--- config.mk ---
export PLATFORM = sky130hd
export DESIGN_NAME = tcr_timer
export DESIGN_NICKNAME = d
export VERILOG_FILES = /design/src/hdl/tcr_pkg.sv /design/src/hdl/tcr_timer.sv
export SDC_FILE = /design/constraint.sdc
export NUM_CORES = 1
export LEC_CHECK = 0
export ABC_CLOCK_PERIOD_IN_PS = 4500
export BUFFER_PORTS_ARGS = -buffer_cell sky130_fd_sc_hd__buf_2
export CAP_MARGIN = 5
export CORE_AREA = 2 2 187 189
export DETAILED_ROUTE_END_ITERATION = 8
export DIE_AREA = 0 0 189 191
export GPL_TIMING_DRIVEN = 0
export PLACE_DENSITY = 0.4
export SETUP_SLACK_MARGIN = 0.3
export SYNTH_ARGS = -nofsm -noshare
export SYNTH_HDL_FRONTEND = slang
export SYNTH_SLANG_ARGS = --single-unit
--- constraint.sdc ---
create_clock -name pclk -period 4.5 [get_ports pclk]
set_clock_uncertainty 0.05 [all_clocks]
set_input_delay 0.225 -clock pclk [delete_from_list [all_inputs] [get_ports pclk]]
set_output_delay 0.225 -clock pclk [all_outputs]
set_load 0.1 [all_outputs]
--- src/hdl/tcr_pkg.sv ---
package tcr_pkg;

  // ---------------------------------------------------------------
  // Register indices (byte address is four times the index)
  // ---------------------------------------------------------------
  localparam int unsigned ADDR_W = 8;
  localparam logic [5:0] IDX_TSC = 6'h20;
  localparam logic [5:0] IDX_CNTH = 6'h21;
  localparam logic [5:0] IDX_CNTL = 6'h22;
  localparam logic [5:0] IDX_MODH = 6'h23;
  localparam logic [5:0] IDX_MODL = 6'h24;
  localparam logic [5:0] IDX_CSC0 = 6'h25;
  localparam logic [5:0] IDX_CVH0 = 6'h26;
  localparam logic [5:0] IDX_CVL0 = 6'h27;
  localparam logic [5:0] IDX_CSC1 = 6'h28;
  localparam logic [5:0] IDX_CVH1 = 6'h29;
  localparam logic [5:0] IDX_CVL1 = 6'h2A;

  // ---------------------------------------------------------------
  // Timer control/status field positions and reset values
  // ---------------------------------------------------------------
  localparam int unsigned TSC_FLAG = 7;
  localparam int unsigned TSC_IRQEN = 6;
  localparam int unsigned TSC_HALT = 5;
  localparam int unsigned TSC_CLR = 4;
  localparam int unsigned TSC_PS_LSB = 0;
  localparam logic [7:0] TSC_RST = 8'h20;
  localparam logic [2:0] PS_NONE = 3'h7;
  localparam int unsigned PRE_W = 6;
  localparam logic [15:0] CNT_RST = 16'h0000;
  localparam logic [15:0] MOD_RST = 16'hFFFF;
  localparam logic [15:0] CV_RST = 16'h0000;
  localparam logic [7:0] CSC_RST = 8'h00;
  localparam int unsigned CH_N = 2;

  // Channel control/status byte, bit 7 first
  typedef struct packed {
    logic flag;
    logic irq_en;
    logic buf_mode;
    logic mode_a;
    logic els_b;
    logic els_a;
    logic tov;
    logic max;
  } tcr_ch_ctl_t;

  typedef enum logic [1:0] {
    MODE_PRESET,
    MODE_CAPTURE,
    MODE_COMPARE
  } tcr_mode_t;

endpackage

--- src/hdl/tcr_timer.sv ---
// Functional notes
// Counter equal modulo sets overflow, restarts at zero
// Overflow flag clears by read-then-write zero
// Overflow irq needs enable and flag
// Halt bit freezes counter; set by reset
// Counter-clear zeroes counter and prescaler, reads zero
// Halt plus clear together: stopped at zero
// Prescale codes 0-6 divide by 1..64
// High-byte read latches low byte until read
// Modulo high write suppresses overflow until low
// Channel flag on capture edge or compare
// Channel flag clears by read-then-write zero
// Channel irq needs enable and flag
// Buffered bit on channel 0 disables channel 1
// Mode bit A: capture/compare or preset level
// Edge/level zero releases pin to port
// Capture edges: 01 rise, 10 fall, 11 both
// Compare action: 01 toggle, 10 low, 11 high
// Toggle-on-overflow in compare mode only
// Overflow action wins over coincident compare
// Full-duty force from the next period
// Software halts and clears before mode change
// Buffered mode switches to last-written pair
// Value high write/read inhibits compare/capture
// No overflow toggle with clear on compare gives zero duty
// Counter steps on prescaler tick when running
// Capture copies counter with flag set
`timescale 1ns/1ps
`default_nettype none

module tcr_timer
  import tcr_pkg::*;
(
  input wire logic pclk,
  input wire logic presetn,
  input wire logic pclk_en,
  input wire logic psel,
  input wire logic penable,
  input wire logic pwrite,
  input wire logic [ADDR_W-1:0] paddr,
  input wire logic [31:0] pwdata,
  output logic [31:0] prdata,
  output logic pready,
  output logic pslverr,
  input wire logic [CH_N-1:0] channel_pin_in,
  output logic [CH_N-1:0] channel_pin_out,
  output logic [CH_N-1:0] channel_pin_oe,
  output logic overflow_irq,
  output logic [CH_N-1:0] channel_irq
);

  // ---------------------------------------------------------------
  // Declarations
  // ---------------------------------------------------------------
  logic [5:0] idx;
  logic rd_fire, wr_fire, hit;
  logic [7:0] rdata;
  logic wr_tsc, wr_modh, wr_modl;
  logic rd_tsc, rd_cnth, rd_cntl;
  logic [CH_N-1:0] wr_csc, wr_cvh, wr_cvl, rd_csc, rd_cvh, rd_cvl;
  logic pready_q, pslverr_q;
  logic [31:0] prdata_q;
  logic overflow_flag_q, overflow_irq_enable_q, counter_halt_q, ovf_arm_q;
  logic [2:0] prescale_select_q;
  logic [PRE_W-1:0] pre_q, pre_mask;
  logic [15:0] cnt_q, mod_q;
  logic arr_q, tick, ovf_evt, tof_set, mod_pend_q, ovf_irq_q;
  logic [7:0] lat_q;
  logic lat_v_q;
  logic act_q, last_q;
  tcr_ch_ctl_t ctl_q [CH_N];
  logic [15:0] cv_q [CH_N];
  logic [CH_N-1:0] cv_pend_q, cap_inh_q, out_q, oe_q, irq_q;

  // Word-aligned index and transfer phases
  assign idx = paddr[ADDR_W-1:2];
  assign rd_fire = pclk_en & psel & penable & ~pready_q & ~pwrite;
  assign wr_fire = pclk_en & psel & penable & pready_q & pwrite;

  // ---------------------------------------------------------------
  // Address decode
  // ---------------------------------------------------------------
  always_comb begin
    hit = paddr[1:0] == 2'h0;
    rdata = 8'h00;
    wr_tsc = 1'b0;
    wr_modh = 1'b0;
    wr_modl = 1'b0;
    rd_tsc = 1'b0;
    rd_cnth = 1'b0;
    rd_cntl = 1'b0;
    wr_csc = '0;
    wr_cvh = '0;
    wr_cvl = '0;
    rd_csc = '0;
    rd_cvh = '0;
    rd_cvl = '0;
    if (!hit) begin
      rdata = 8'h00;
    end else if (idx == IDX_TSC) begin
      // Clear bit always reads zero
      rdata = {overflow_flag_q, overflow_irq_enable_q, counter_halt_q, 2'h0,
               prescale_select_q};
      wr_tsc = wr_fire;
      rd_tsc = rd_fire;
    end else if (idx == IDX_CNTH) begin
      rdata = cnt_q[15:8];
      rd_cnth = rd_fire;
    end else if (idx == IDX_CNTL) begin
      rdata = lat_v_q ? lat_q : cnt_q[7:0];
      rd_cntl = rd_fire;
    end else if (idx == IDX_MODH) begin
      rdata = mod_q[15:8];
      wr_modh = wr_fire;
    end else if (idx == IDX_MODL) begin
      rdata = mod_q[7:0];
      wr_modl = wr_fire;
    end else if (idx == IDX_CSC0) begin
      rdata = ctl_q[0];
      wr_csc[0] = wr_fire;
      rd_csc[0] = rd_fire;
    end else if (idx == IDX_CVH0) begin
      rdata = cv_q[0][15:8];
      wr_cvh[0] = wr_fire;
      rd_cvh[0] = rd_fire;
    end else if (idx == IDX_CVL0) begin
      rdata = cv_q[0][7:0];
      wr_cvl[0] = wr_fire;
      rd_cvl[0] = rd_fire;
    end else if (idx == IDX_CSC1) begin
      rdata = ctl_q[1];
      wr_csc[1] = wr_fire & ~ctl_q[0].buf_mode;
      rd_csc[1] = rd_fire;
    end else if (idx == IDX_CVH1) begin
      rdata = cv_q[1][15:8];
      wr_cvh[1] = wr_fire;
      rd_cvh[1] = rd_fire;
    end else if (idx == IDX_CVL1) begin
      rdata = cv_q[1][7:0];
      wr_cvl[1] = wr_fire;
      rd_cvl[1] = rd_fire;
    end else begin
      hit = 1'b0;
    end
  end

  // ---------------------------------------------------------------
  // APB slave: one wait state, data and error from flops
  // ---------------------------------------------------------------
  always_ff @(posedge pclk or negedge presetn) begin
    if (!presetn) begin
      pready_q <= 1'b0;
      prdata_q <= 32'h0000_0000;
      pslverr_q <= 1'b0;
    end else if (pclk_en) begin
      pready_q <= psel & penable & ~pready_q;
      if (psel && penable && !pready_q) begin
        prdata_q <= pwrite ? 32'h0000_0000 : {24'h00_0000, rdata};
        pslverr_q <= ~hit;
      end else begin
        pslverr_q <= 1'b0;
      end
    end
  end

  // ---------------------------------------------------------------
  // Prescaler and counter
  // ---------------------------------------------------------------
  // Tick when the low prescaler bits selected are all ones
  assign pre_mask = ~({PRE_W{1'b1}} << prescale_select_q);
  assign tick = (prescale_select_q != PS_NONE) && ((pre_q & pre_mask) == pre_mask);
  assign ovf_evt = arr_q && (cnt_q == mod_q);
  assign tof_set = ovf_evt & ~mod_pend_q;

  // Counter steps on the same edge that the selected prescaler bits wrap
  always_ff @(posedge pclk or negedge presetn) begin
    if (!presetn) begin
      pre_q <= '0;
      cnt_q <= CNT_RST;
      arr_q <= 1'b0;
    end else if (pclk_en) begin
      arr_q <= 1'b0;
      if (wr_tsc && pwdata[TSC_CLR]) begin
        pre_q <= '0;
        cnt_q <= CNT_RST;
      end else if (!counter_halt_q) begin
        pre_q <= pre_q + 1'b1;
        if (tick) begin
          cnt_q <= (cnt_q == mod_q) ? CNT_RST : cnt_q + 16'h0001;
          arr_q <= 1'b1;
        end
      end
    end
  end

  // ---------------------------------------------------------------
  // Timer control/status register
  // ---------------------------------------------------------------
  always_ff @(posedge pclk or negedge presetn) begin
    if (!presetn) begin
      overflow_flag_q <= TSC_RST[TSC_FLAG];
      overflow_irq_enable_q <= TSC_RST[TSC_IRQEN];
      counter_halt_q <= TSC_RST[TSC_HALT];
      prescale_select_q <= TSC_RST[TSC_PS_LSB +: 3];
      ovf_arm_q <= 1'b0;
    end else if (pclk_en) begin
      // New overflow wins over a clear
      if (tof_set) begin
        overflow_flag_q <= 1'b1;
        ovf_arm_q <= 1'b0;
      end else if (wr_tsc) begin
        if (ovf_arm_q && !pwdata[TSC_FLAG]) begin
          overflow_flag_q <= 1'b0;
        end
        ovf_arm_q <= 1'b0;
      end else if (rd_tsc && overflow_flag_q) begin
        ovf_arm_q <= 1'b1;
      end
      if (wr_tsc) begin
        overflow_irq_enable_q <= pwdata[TSC_IRQEN];
        counter_halt_q <= pwdata[TSC_HALT];
        prescale_select_q <= pwdata[TSC_PS_LSB +: 3];
      end
    end
  end

  // Overflow request
  always_ff @(posedge pclk or negedge presetn) begin
    if (!presetn) begin
      ovf_irq_q <= 1'b0;
    end else if (pclk_en) begin
      ovf_irq_q <= overflow_flag_q & overflow_irq_enable_q;
    end
  end

  // ---------------------------------------------------------------
  // Coherent counter read and modulo
  // ---------------------------------------------------------------
  always_ff @(posedge pclk or negedge presetn) begin
    if (!presetn) begin
      lat_q <= 8'h00;
      lat_v_q <= 1'b0;
    end else if (pclk_en) begin
      if (wr_tsc && pwdata[TSC_CLR]) begin
        lat_v_q <= 1'b0;
      end else if (rd_cnth && !lat_v_q) begin
        lat_q <= cnt_q[7:0];
        lat_v_q <= 1'b1;
      end else if (rd_cntl) begin
        lat_v_q <= 1'b0;
      end
    end
  end

  // Modulo bytes with high-first guard
  always_ff @(posedge pclk or negedge presetn) begin
    if (!presetn) begin
      mod_q <= MOD_RST;
      mod_pend_q <= 1'b0;
    end else if (pclk_en) begin
      if (wr_modh) begin
        mod_q[15:8] <= pwdata[7:0];
        mod_pend_q <= 1'b1;
      end else if (wr_modl) begin
        mod_q[7:0] <= pwdata[7:0];
        mod_pend_q <= 1'b0;
      end
    end
  end

  // ---------------------------------------------------------------
  // Buffered pair selection
  // ---------------------------------------------------------------
  always_ff @(posedge pclk or negedge presetn) begin
    if (!presetn) begin
      act_q <= 1'b0;
      last_q <= 1'b0;
    end else if (pclk_en) begin
      if (wr_cvl[1] || wr_cvh[1]) begin
        last_q <= 1'b1;
      end else if (wr_cvl[0] || wr_cvh[0]) begin
        last_q <= 1'b0;
      end
      if (!ctl_q[0].buf_mode) begin
        act_q <= 1'b0;
      end else if (ovf_evt) begin
        act_q <= last_q;
      end
    end
  end

  // ---------------------------------------------------------------
  // Channels
  // ---------------------------------------------------------------
  for (genvar i = 0; i < CH_N; i++) begin : g_ch
    logic s1_q, s2_q, s3_q, stab_q;
    logic edge_ok, rise, fall, cap, match, cmp_inh, act_lvl, force_now;
    logic [15:0] cmp_val;
    tcr_mode_t mode;

    // Effective mode of this channel
    always_comb begin
      if ((i == 1 && ctl_q[0].buf_mode) || {ctl_q[i].els_b, ctl_q[i].els_a} == 2'h0) begin
        mode = MODE_PRESET;
      end else if (ctl_q[i].buf_mode || ctl_q[i].mode_a) begin
        mode = MODE_COMPARE;
      end else begin
        mode = MODE_CAPTURE;
      end
    end

    // Compare source follows the active pair in buffered mode
    assign cmp_val = (i == 0 && ctl_q[0].buf_mode) ? cv_q[act_q] : cv_q[i];
    assign cmp_inh = (i == 0 && ctl_q[0].buf_mode) ? cv_pend_q[act_q] : cv_pend_q[i];
    assign match = (mode == MODE_COMPARE) && arr_q && (cnt_q == cmp_val) && !cmp_inh;

    // Edge detect on the filtered pin level
    assign edge_ok = (s2_q == s3_q) && (s3_q != stab_q);
    assign rise = edge_ok & s3_q;
    assign fall = edge_ok & ~s3_q;
    assign cap = (mode == MODE_CAPTURE) && !cap_inh_q[i] &&
                 ((ctl_q[i].els_a && rise) || (ctl_q[i].els_b && fall));

    // Active level of a pulse: complement of the compare action
    assign act_lvl = ctl_q[i].els_a ? 1'b0 : 1'b1;
    assign force_now = ctl_q[i].max & ctl_q[i].tov;

    // Three-flop pin synchroniser
    always_ff @(posedge pclk or negedge presetn) begin
      if (!presetn) begin
        s1_q <= 1'b0;
        s2_q <= 1'b0;
        s3_q <= 1'b0;
        stab_q <= 1'b0;
      end else if (pclk_en) begin
        s1_q <= channel_pin_in[i];
        s2_q <= s1_q;
        s3_q <= s2_q;
        if (s2_q == s3_q) begin
          stab_q <= s3_q;
        end
      end
    end

    // Control/status byte and flag handshake
    logic arm_q, max_eff_q;
    always_ff @(posedge pclk or negedge presetn) begin
      if (!presetn) begin
        ctl_q[i] <= CSC_RST;
        arm_q <= 1'b0;
      end else if (pclk_en) begin
        // New event wins over a clear
        if (match || cap) begin
          ctl_q[i].flag <= 1'b1;
          arm_q <= 1'b0;
        end else if (wr_csc[i]) begin
          if (arm_q && !pwdata[7]) begin
            ctl_q[i].flag <= 1'b0;
          end
          arm_q <= 1'b0;
        end else if (rd_csc[i] && ctl_q[i].flag) begin
          arm_q <= 1'b1;
        end
        if (wr_csc[i]) begin
          ctl_q[i].irq_en <= pwdata[6];
          ctl_q[i].buf_mode <= (i == 0) ? pwdata[5] : 1'b0;
          ctl_q[i].mode_a <= pwdata[4];
          ctl_q[i].els_b <= pwdata[3];
          ctl_q[i].els_a <= pwdata[2];
          ctl_q[i].tov <= pwdata[1];
          ctl_q[i].max <= pwdata[0];
        end
      end
    end

    // Channel value bytes, capture copy and inhibits
    always_ff @(posedge pclk or negedge presetn) begin
      if (!presetn) begin
        cv_q[i] <= CV_RST;
        cv_pend_q[i] <= 1'b0;
        cap_inh_q[i] <= 1'b0;
      end else if (pclk_en) begin
        if (wr_cvh[i]) begin
          cv_q[i][15:8] <= pwdata[7:0];
          cv_pend_q[i] <= 1'b1;
        end else if (wr_cvl[i]) begin
          cv_q[i][7:0] <= pwdata[7:0];
          cv_pend_q[i] <= 1'b0;
        end else if (cap) begin
          cv_q[i] <= cnt_q;
        end
        if (rd_cvh[i] && mode == MODE_CAPTURE) begin
          cap_inh_q[i] <= 1'b1;
        end else if (rd_cvl[i]) begin
          cap_inh_q[i] <= 1'b0;
        end
      end
    end

    // Pin level, drive enable and request
    always_ff @(posedge pclk or negedge presetn) begin
      if (!presetn) begin
        out_q[i] <= 1'b1;
        oe_q[i] <= 1'b0;
        irq_q[i] <= 1'b0;
        max_eff_q <= 1'b0;
      end else if (pclk_en) begin
        irq_q[i] <= ctl_q[i].flag & ctl_q[i].irq_en;
        oe_q[i] <= mode == MODE_COMPARE;
        if (ovf_evt) begin
          max_eff_q <= force_now;
        end
        case (mode)
          MODE_PRESET: begin
            out_q[i] <= ~ctl_q[i].mode_a;
          end
          MODE_COMPARE: begin
            if (ovf_evt && ctl_q[i].tov) begin
              out_q[i] <= force_now ? act_lvl : ~out_q[i];
            end else if (match && !max_eff_q) begin
              // Without overflow toggles, clear on compare settles low: zero duty
              case ({ctl_q[i].els_b, ctl_q[i].els_a})
                2'h1: out_q[i] <= ~out_q[i];
                2'h2: out_q[i] <= 1'b0;
                default: out_q[i] <= 1'b1;
              endcase
            end
          end
          default: begin
            out_q[i] <= out_q[i];
          end
        endcase
      end
    end
  end

  // ---------------------------------------------------------------
  // Outputs
  // ---------------------------------------------------------------
  assign prdata = prdata_q;
  assign pready = pready_q;
  assign pslverr = pslverr_q;
  assign overflow_irq = ovf_irq_q;
  assign channel_irq = irq_q;
  assign channel_pin_out = out_q;
  assign channel_pin_oe = oe_q;

endmodule

`default_nettype wire

==> impl_metrics.prom <==
# TYPE chip_impl_metric gauge
chip_impl_metric{name="clock_path_buffers",unit=""} 2
chip_impl_info{name="ys_dominant_reg_cell",value="sky130_fd_sc_hd__dfrtp_1"} 1
chip_impl_metric{name="maxClockFrequency",unit="MHz"} 314
chip_impl_metric{name="clk-insertion-delay-late",unit="ps"} 450
chip_impl_info{name="tritoncts",value="built"} 1
chip_impl_metric{name="antenna_found_initial",unit=""} 0
chip_impl_metric{name="clockPowerShare",unit="%"} 42.8
chip_impl_metric{name="synth-warning-count",unit=""} 0
chip_impl_metric{name="std_cell_rows",unit=""} 68
chip_impl_info{name="timing.setup.critical_path_class",value="reg -> reg"} 1
chip_impl_metric{name="cp.arrival",unit="ps"} 3480
chip_impl_metric{name="ys_ff_latch",unit=""} 138
chip_impl_metric{name="core_region_area",unit="mm2"} 0.0341
chip_impl_metric{name="cts_made_buffers",unit=""} 17
chip_impl_metric{name="boundaryPins",unit=""} 89
chip_impl_metric{name="postCtsSetupBuffers",unit=""} 0
chip_impl_metric{name="static-leakage-power",unit="nW"} 4.23
chip_impl_metric{name="die_height",unit="um"} 191
chip_impl_metric{name="required_time_of_the_worst_setup_path",unit="ps"} 4790
chip_impl_metric{name="gr-usage-all-layers",unit="%"} 18.4
chip_impl_metric{name="drt-pass1-iter-count",unit=""} 6
chip_impl_metric{name="detailedPlacementHpwl",unit="um"} 23800
chip_impl_info{name="post_synth_main_area_contributors",value="sky130_fd_sc_hd__dfrtp_1, sky130_fd_sc_hd__mux2i_1, sky130_fd_sc_hd__mux2_2, sky130_fd_sc_hd__dfstp_2, sky130_fd_sc_hd__nand2_1"} 1
chip_impl_metric{name="cts_resized",unit=""} 0
chip_impl_metric{name="synth-edff-count",unit=""} 0
chip_impl_metric{name="post_route_cells_drive_above_1_share",unit="%"} 18.6
chip_impl_metric{name="post_synth.cell_area_avg",unit="um2"} 9.13
chip_impl_metric{name="syn_area",unit="mm2"} 0.00841
chip_impl_metric{name="synth_top_area_share",unit="%"} 35.4
chip_impl_metric{name="netSwitchingPower",unit="mW"} 1.18
chip_impl_metric{name="worst_pin_slew",unit="ps"} 1030
chip_impl_metric{name="finalSetupViolations",unit=""} 0
chip_impl_metric{name="dpl_cell_area",unit="mm2"} 0.00928
chip_impl_metric{name="cts_htree_levels",unit=""} 4
chip_impl_info{name="outcome",value="finished, final reports clean"} 1
chip_impl_metric{name="p_comb_share",unit="%"} 19.9
chip_impl_metric{name="postLayoutCellArea",unit="mm2"} 0.00995
chip_impl_metric{name="area_delta_synth_final",unit="%"} 18.2
chip_impl_metric{name="register_share_of_total_power",unit="%"} 37.3
chip_impl_metric{name="post-route-min-period",unit="ps"} 3190
chip_impl_metric{name="numPortBuffers",unit=""} 35
chip_impl_info{name="post-synth-top-count-cell",value="sky130_fd_sc_hd__dfrtp_1"} 1
chip_impl_metric{name="seq_total_area_yosys",unit="%"} 41.3
chip_impl_info{name="min_path_type",value="in -> reg"} 1
chip_impl_metric{name="number_of_global_route_vias_before_repair",unit=""} 7145
chip_impl_metric{name="synthCells",unit=""} 921
chip_impl_metric{name="num-nets-final",unit=""} 1052
chip_impl_info{name="cp-end-kind",value="register"} 1
chip_impl_metric{name="fp.dieW",unit="um"} 189
chip_impl_metric{name="crit_fanout",unit=""} 10
chip_impl_metric{name="timing_hold_violations_final",unit=""} 0
chip_impl_info{name="critical_path.startpoint_type",value="register"} 1
chip_impl_metric{name="post-route-drc-count",unit=""} 0
chip_impl_metric{name="finish.utilization",unit="%"} 29.2
chip_impl_metric{name="place_ws",unit="ps"} 1400
chip_impl_metric{name="cts.sinks",unit=""} 138
chip_impl_info{name="post_synth_most_frequent_cells",value="sky130_fd_sc_hd__dfrtp_1, sky130_fd_sc_hd__nand2_1, sky130_fd_sc_hd__nor2_1"} 1
chip_impl_metric{name="slew_viol_final",unit=""} 0
chip_impl_metric{name="relative_slew_margins",unit="%"} 31.3
chip_impl_info{name="synth_largest_area_cell",value="sky130_fd_sc_hd__dfrtp_1"} 1
chip_impl_metric{name="grt_first_pass_wirelength",unit="um"} 48300
chip_impl_metric{name="totalWireLength",unit="um"} 32700
chip_impl_metric{name="max-cap-violations",unit=""} 0
chip_impl_metric{name="initial_utilization",unit="%"} 24.7
chip_impl_metric{name="fp.dieArea",unit="mm2"} 0.0361
chip_impl_metric{name="wire_per_inst",unit="um"} 22.3
chip_impl_metric{name="synth_cell_type_count",unit=""} 70
chip_impl_metric{name="final.setup.worst_slack",unit="ps"} 1310
chip_impl_metric{name="largest_net_degree_at_the_start_of_global_routing",unit=""} 73
chip_impl_metric{name="post_cts_hold_buffer_count",unit=""} 3
chip_impl_metric{name="power.ir.vdd_worst",unit="mV"} 0.228
chip_impl_metric{name="power.internal",unit="mW"} 2.51
chip_impl_metric{name="cts.reportedPaths.clkPinSlew",unit="ps"} 70
chip_impl_info{name="clockRootBuffer",value="sky130_fd_sc_hd__clkbuf_16"} 1
chip_impl_metric{name="drtIter0Drc",unit=""} 585
chip_impl_metric{name="vias_per_cell",unit=""} 4.92
chip_impl_metric{name="ant_nets",unit=""} 0
chip_impl_metric{name="route.vias.total",unit=""} 7239
chip_impl_metric{name="post-route-period-util",unit="%"} 70.8
chip_impl_metric{name="synthArstFlopShare",unit="%"} 100
chip_impl_metric{name="overflow",unit=""} 0
chip_impl_info{name="rsz0062_at_grt",value="false"} 1
chip_impl_metric{name="gp_routability_congestion",unit=""} 0.864
chip_impl_metric{name="netSwitchingFraction",unit="%"} 32.1
chip_impl_metric{name="cellPowerDensity",unit="mW/mm2"} 371
chip_impl_metric{name="fin_tns_setup",unit="ps"} 0
==> per-layer routing <==
layer | wire (um) | vias to the layer above | track usage (%) | share of wire (%)
li1 | - | 3405 | - | -
met1 | 15600 | 3626 | 24.8 | 47
met2 | 15400 | 169 | 30.6 | 47
met3 | 1110 | 39 | 2.44 | 3.4
met4 | 633 | 0 | 5.56 | 1.9
met5 | 0 | - | 0 | 0
==> sequential cells by signal, summed over array words and instances (netlist names), 2 cells and up <==
signal and flops:
mod_q 16, cap_inh_q 2, cnt_q 16, g_ch.max_eff_q 2
g_ch.cmp_val 16, pre_q 6, g_ch.arm_q 2, channel_pin_oe 2
channel_pin_out 2, channel_irq 2, g_ch.stab_q 2, g_ch.s2_q 2
lat_q 8, g_ch.s1_q 2, g_ch.s3_q 2, ctl_q 15
prescale_select_q 3, cv_q 16, prdata 8
==> worst max-delay path, stage by stage, from the launching register on <==
cell and delay (ps):
sky130_fd_sc_hd__dfrtp_1 360, sky130_fd_sc_hd__buf_2 210, sky130_fd_sc_hd__and2_1 170, sky130_fd_sc_hd__clkbuf_1 230
sky130_fd_sc_hd__a2111oi_0 740, sky130_fd_sc_hd__or3_1 220, sky130_fd_sc_hd__nand2_1 50, sky130_fd_sc_hd__nor4_1 640
sky130_fd_sc_hd__a21oi_1 140, sky130_fd_sc_hd__a211oi_1 260
==> layout by cell type, fill, tap and decap left out, types with 5 or more instances in the layout <==
| master | instances |
|---|---|
| sky130_fd_sc_hd__dfrtp_1 | 119 |
| sky130_fd_sc_hd__nand2_1 | 99 |
| sky130_fd_sc_hd__nor2_1 | 69 |
| sky130_fd_sc_hd__o21ai_0 | 65 |
| sky130_fd_sc_hd__a21oi_1 | 61 |
| sky130_fd_sc_hd__mux2i_1 | 51 |
| sky130_fd_sc_hd__buf_2 | 47 |
| sky130_fd_sc_hd__mux2_2 | 45 |
| sky130_fd_sc_hd__clkbuf_1 | 41 |
| sky130_fd_sc_hd__inv_1 | 35 |
| sky130_fd_sc_hd__xnor2_1 | 34 |
| sky130_fd_sc_hd__buf_4 | 28 |
| sky130_fd_sc_hd__nand3_1 | 24 |
| sky130_fd_sc_hd__conb_1 | 24 |
| sky130_fd_sc_hd__a31oi_1 | 20 |
| sky130_fd_sc_hd__dfstp_2 | 19 |
| sky130_fd_sc_hd__nand2b_1 | 18 |
| sky130_fd_sc_hd__clkbuf_16 | 17 |
| sky130_fd_sc_hd__nand4_1 | 12 |
| sky130_fd_sc_hd__nor2b_1 | 10 |
| sky130_fd_sc_hd__xor2_1 | 9 |
| sky130_fd_sc_hd__nor3_1 | 9 |
| sky130_fd_sc_hd__a211oi_1 | 9 |
| sky130_fd_sc_hd__and3_1 | 8 |
| sky130_fd_sc_hd__o221ai_1 | 7 |
| sky130_fd_sc_hd__a22oi_1 | 7 |
| sky130_fd_sc_hd__buf_1 | 6 |
| sky130_fd_sc_hd__nor4_1 | 6 |
| sky130_fd_sc_hd__a221oi_1 | 6 |
| sky130_fd_sc_hd__o211ai_1 | 5 |
| sky130_fd_sc_hd__and2_1 | 5 |
| sky130_fd_sc_hd__bufinv_16 | 5 |
==> layout make-up <==
cell class	count	area (um2)
clock inverters	12	201
diodes	1	2.50
repair buffers	39	239
clock buffers	20	437
fillers	3638	24200
well taps	455	569
plain buffers	87	463
flip-flops and latches	138	3480
multi-input cells	684	4430
inverters	35	131
==> logic make-up (layout without fill, tap and decap cells) <==
logic type / after synthesis / after routing / synth area share [%]
xor gates and xnor gates: 43 / 43 / 4.48
other: 1 / 25 / 0.0446
and+or+nand+nor: 291 / 291 / 17.5
adders and majority gates: 2 / 2 / 0.297
AOI/OAI and AO/OA: 228 / 228 / 17.2
DFF: 138 / 138 / 41.3
muxes: 96 / 96 / 12.1
buffers and inverters: 122 / 193 / 7.06
==> stage by stage <==
| step | power (mW) | instances | hold WS [ps] |
|---|---|---|---|
| floorplan | 1.88 | 944 | -121 |
| global placement | 2.13 | 1434 | 400 |
| detailed placement | 2.13 | 1435 | 274 |
| CTS | 3.72 | 1470 | 109 |
| global route | 3.83 | 1470 | 120 |
| finish | 3.69 | 1471 | 109 |
==> power by group through the flow <==
stage                     logic, mW  clock network [mW]  registers, mW
final                         0.734                1.58           1.38
after global routing          0.796                1.65           1.39
after CTS                     0.738                1.60           1.38
after detailed placement      0.735                   0           1.40
after global placement        0.731                   0           1.40
after floorplan               0.485                   0           1.39
==> path summary, 6_finish.rpt <==
path / start / slack (ps) / endpoint / cells after the start
min in group asynchronous: presetn / 350 / ctl_q[9] / 2
worst max register to register: ctl_q[13] / 1310 / channel_pin_out[0] / 9
worst max-delay path: ctl_q[13] / 1310 / channel_pin_out[0] / 9
worst min-delay path: pwdata[7] / 110 / g_ch[1].cmp_val[7] / 3
worst min register to register: prdata[2] / 410 / prdata[2] / 2
max in group asynchronous: presetn / 3200 / mod_q[10] / 3
Power figures use the tool's default switching activity.
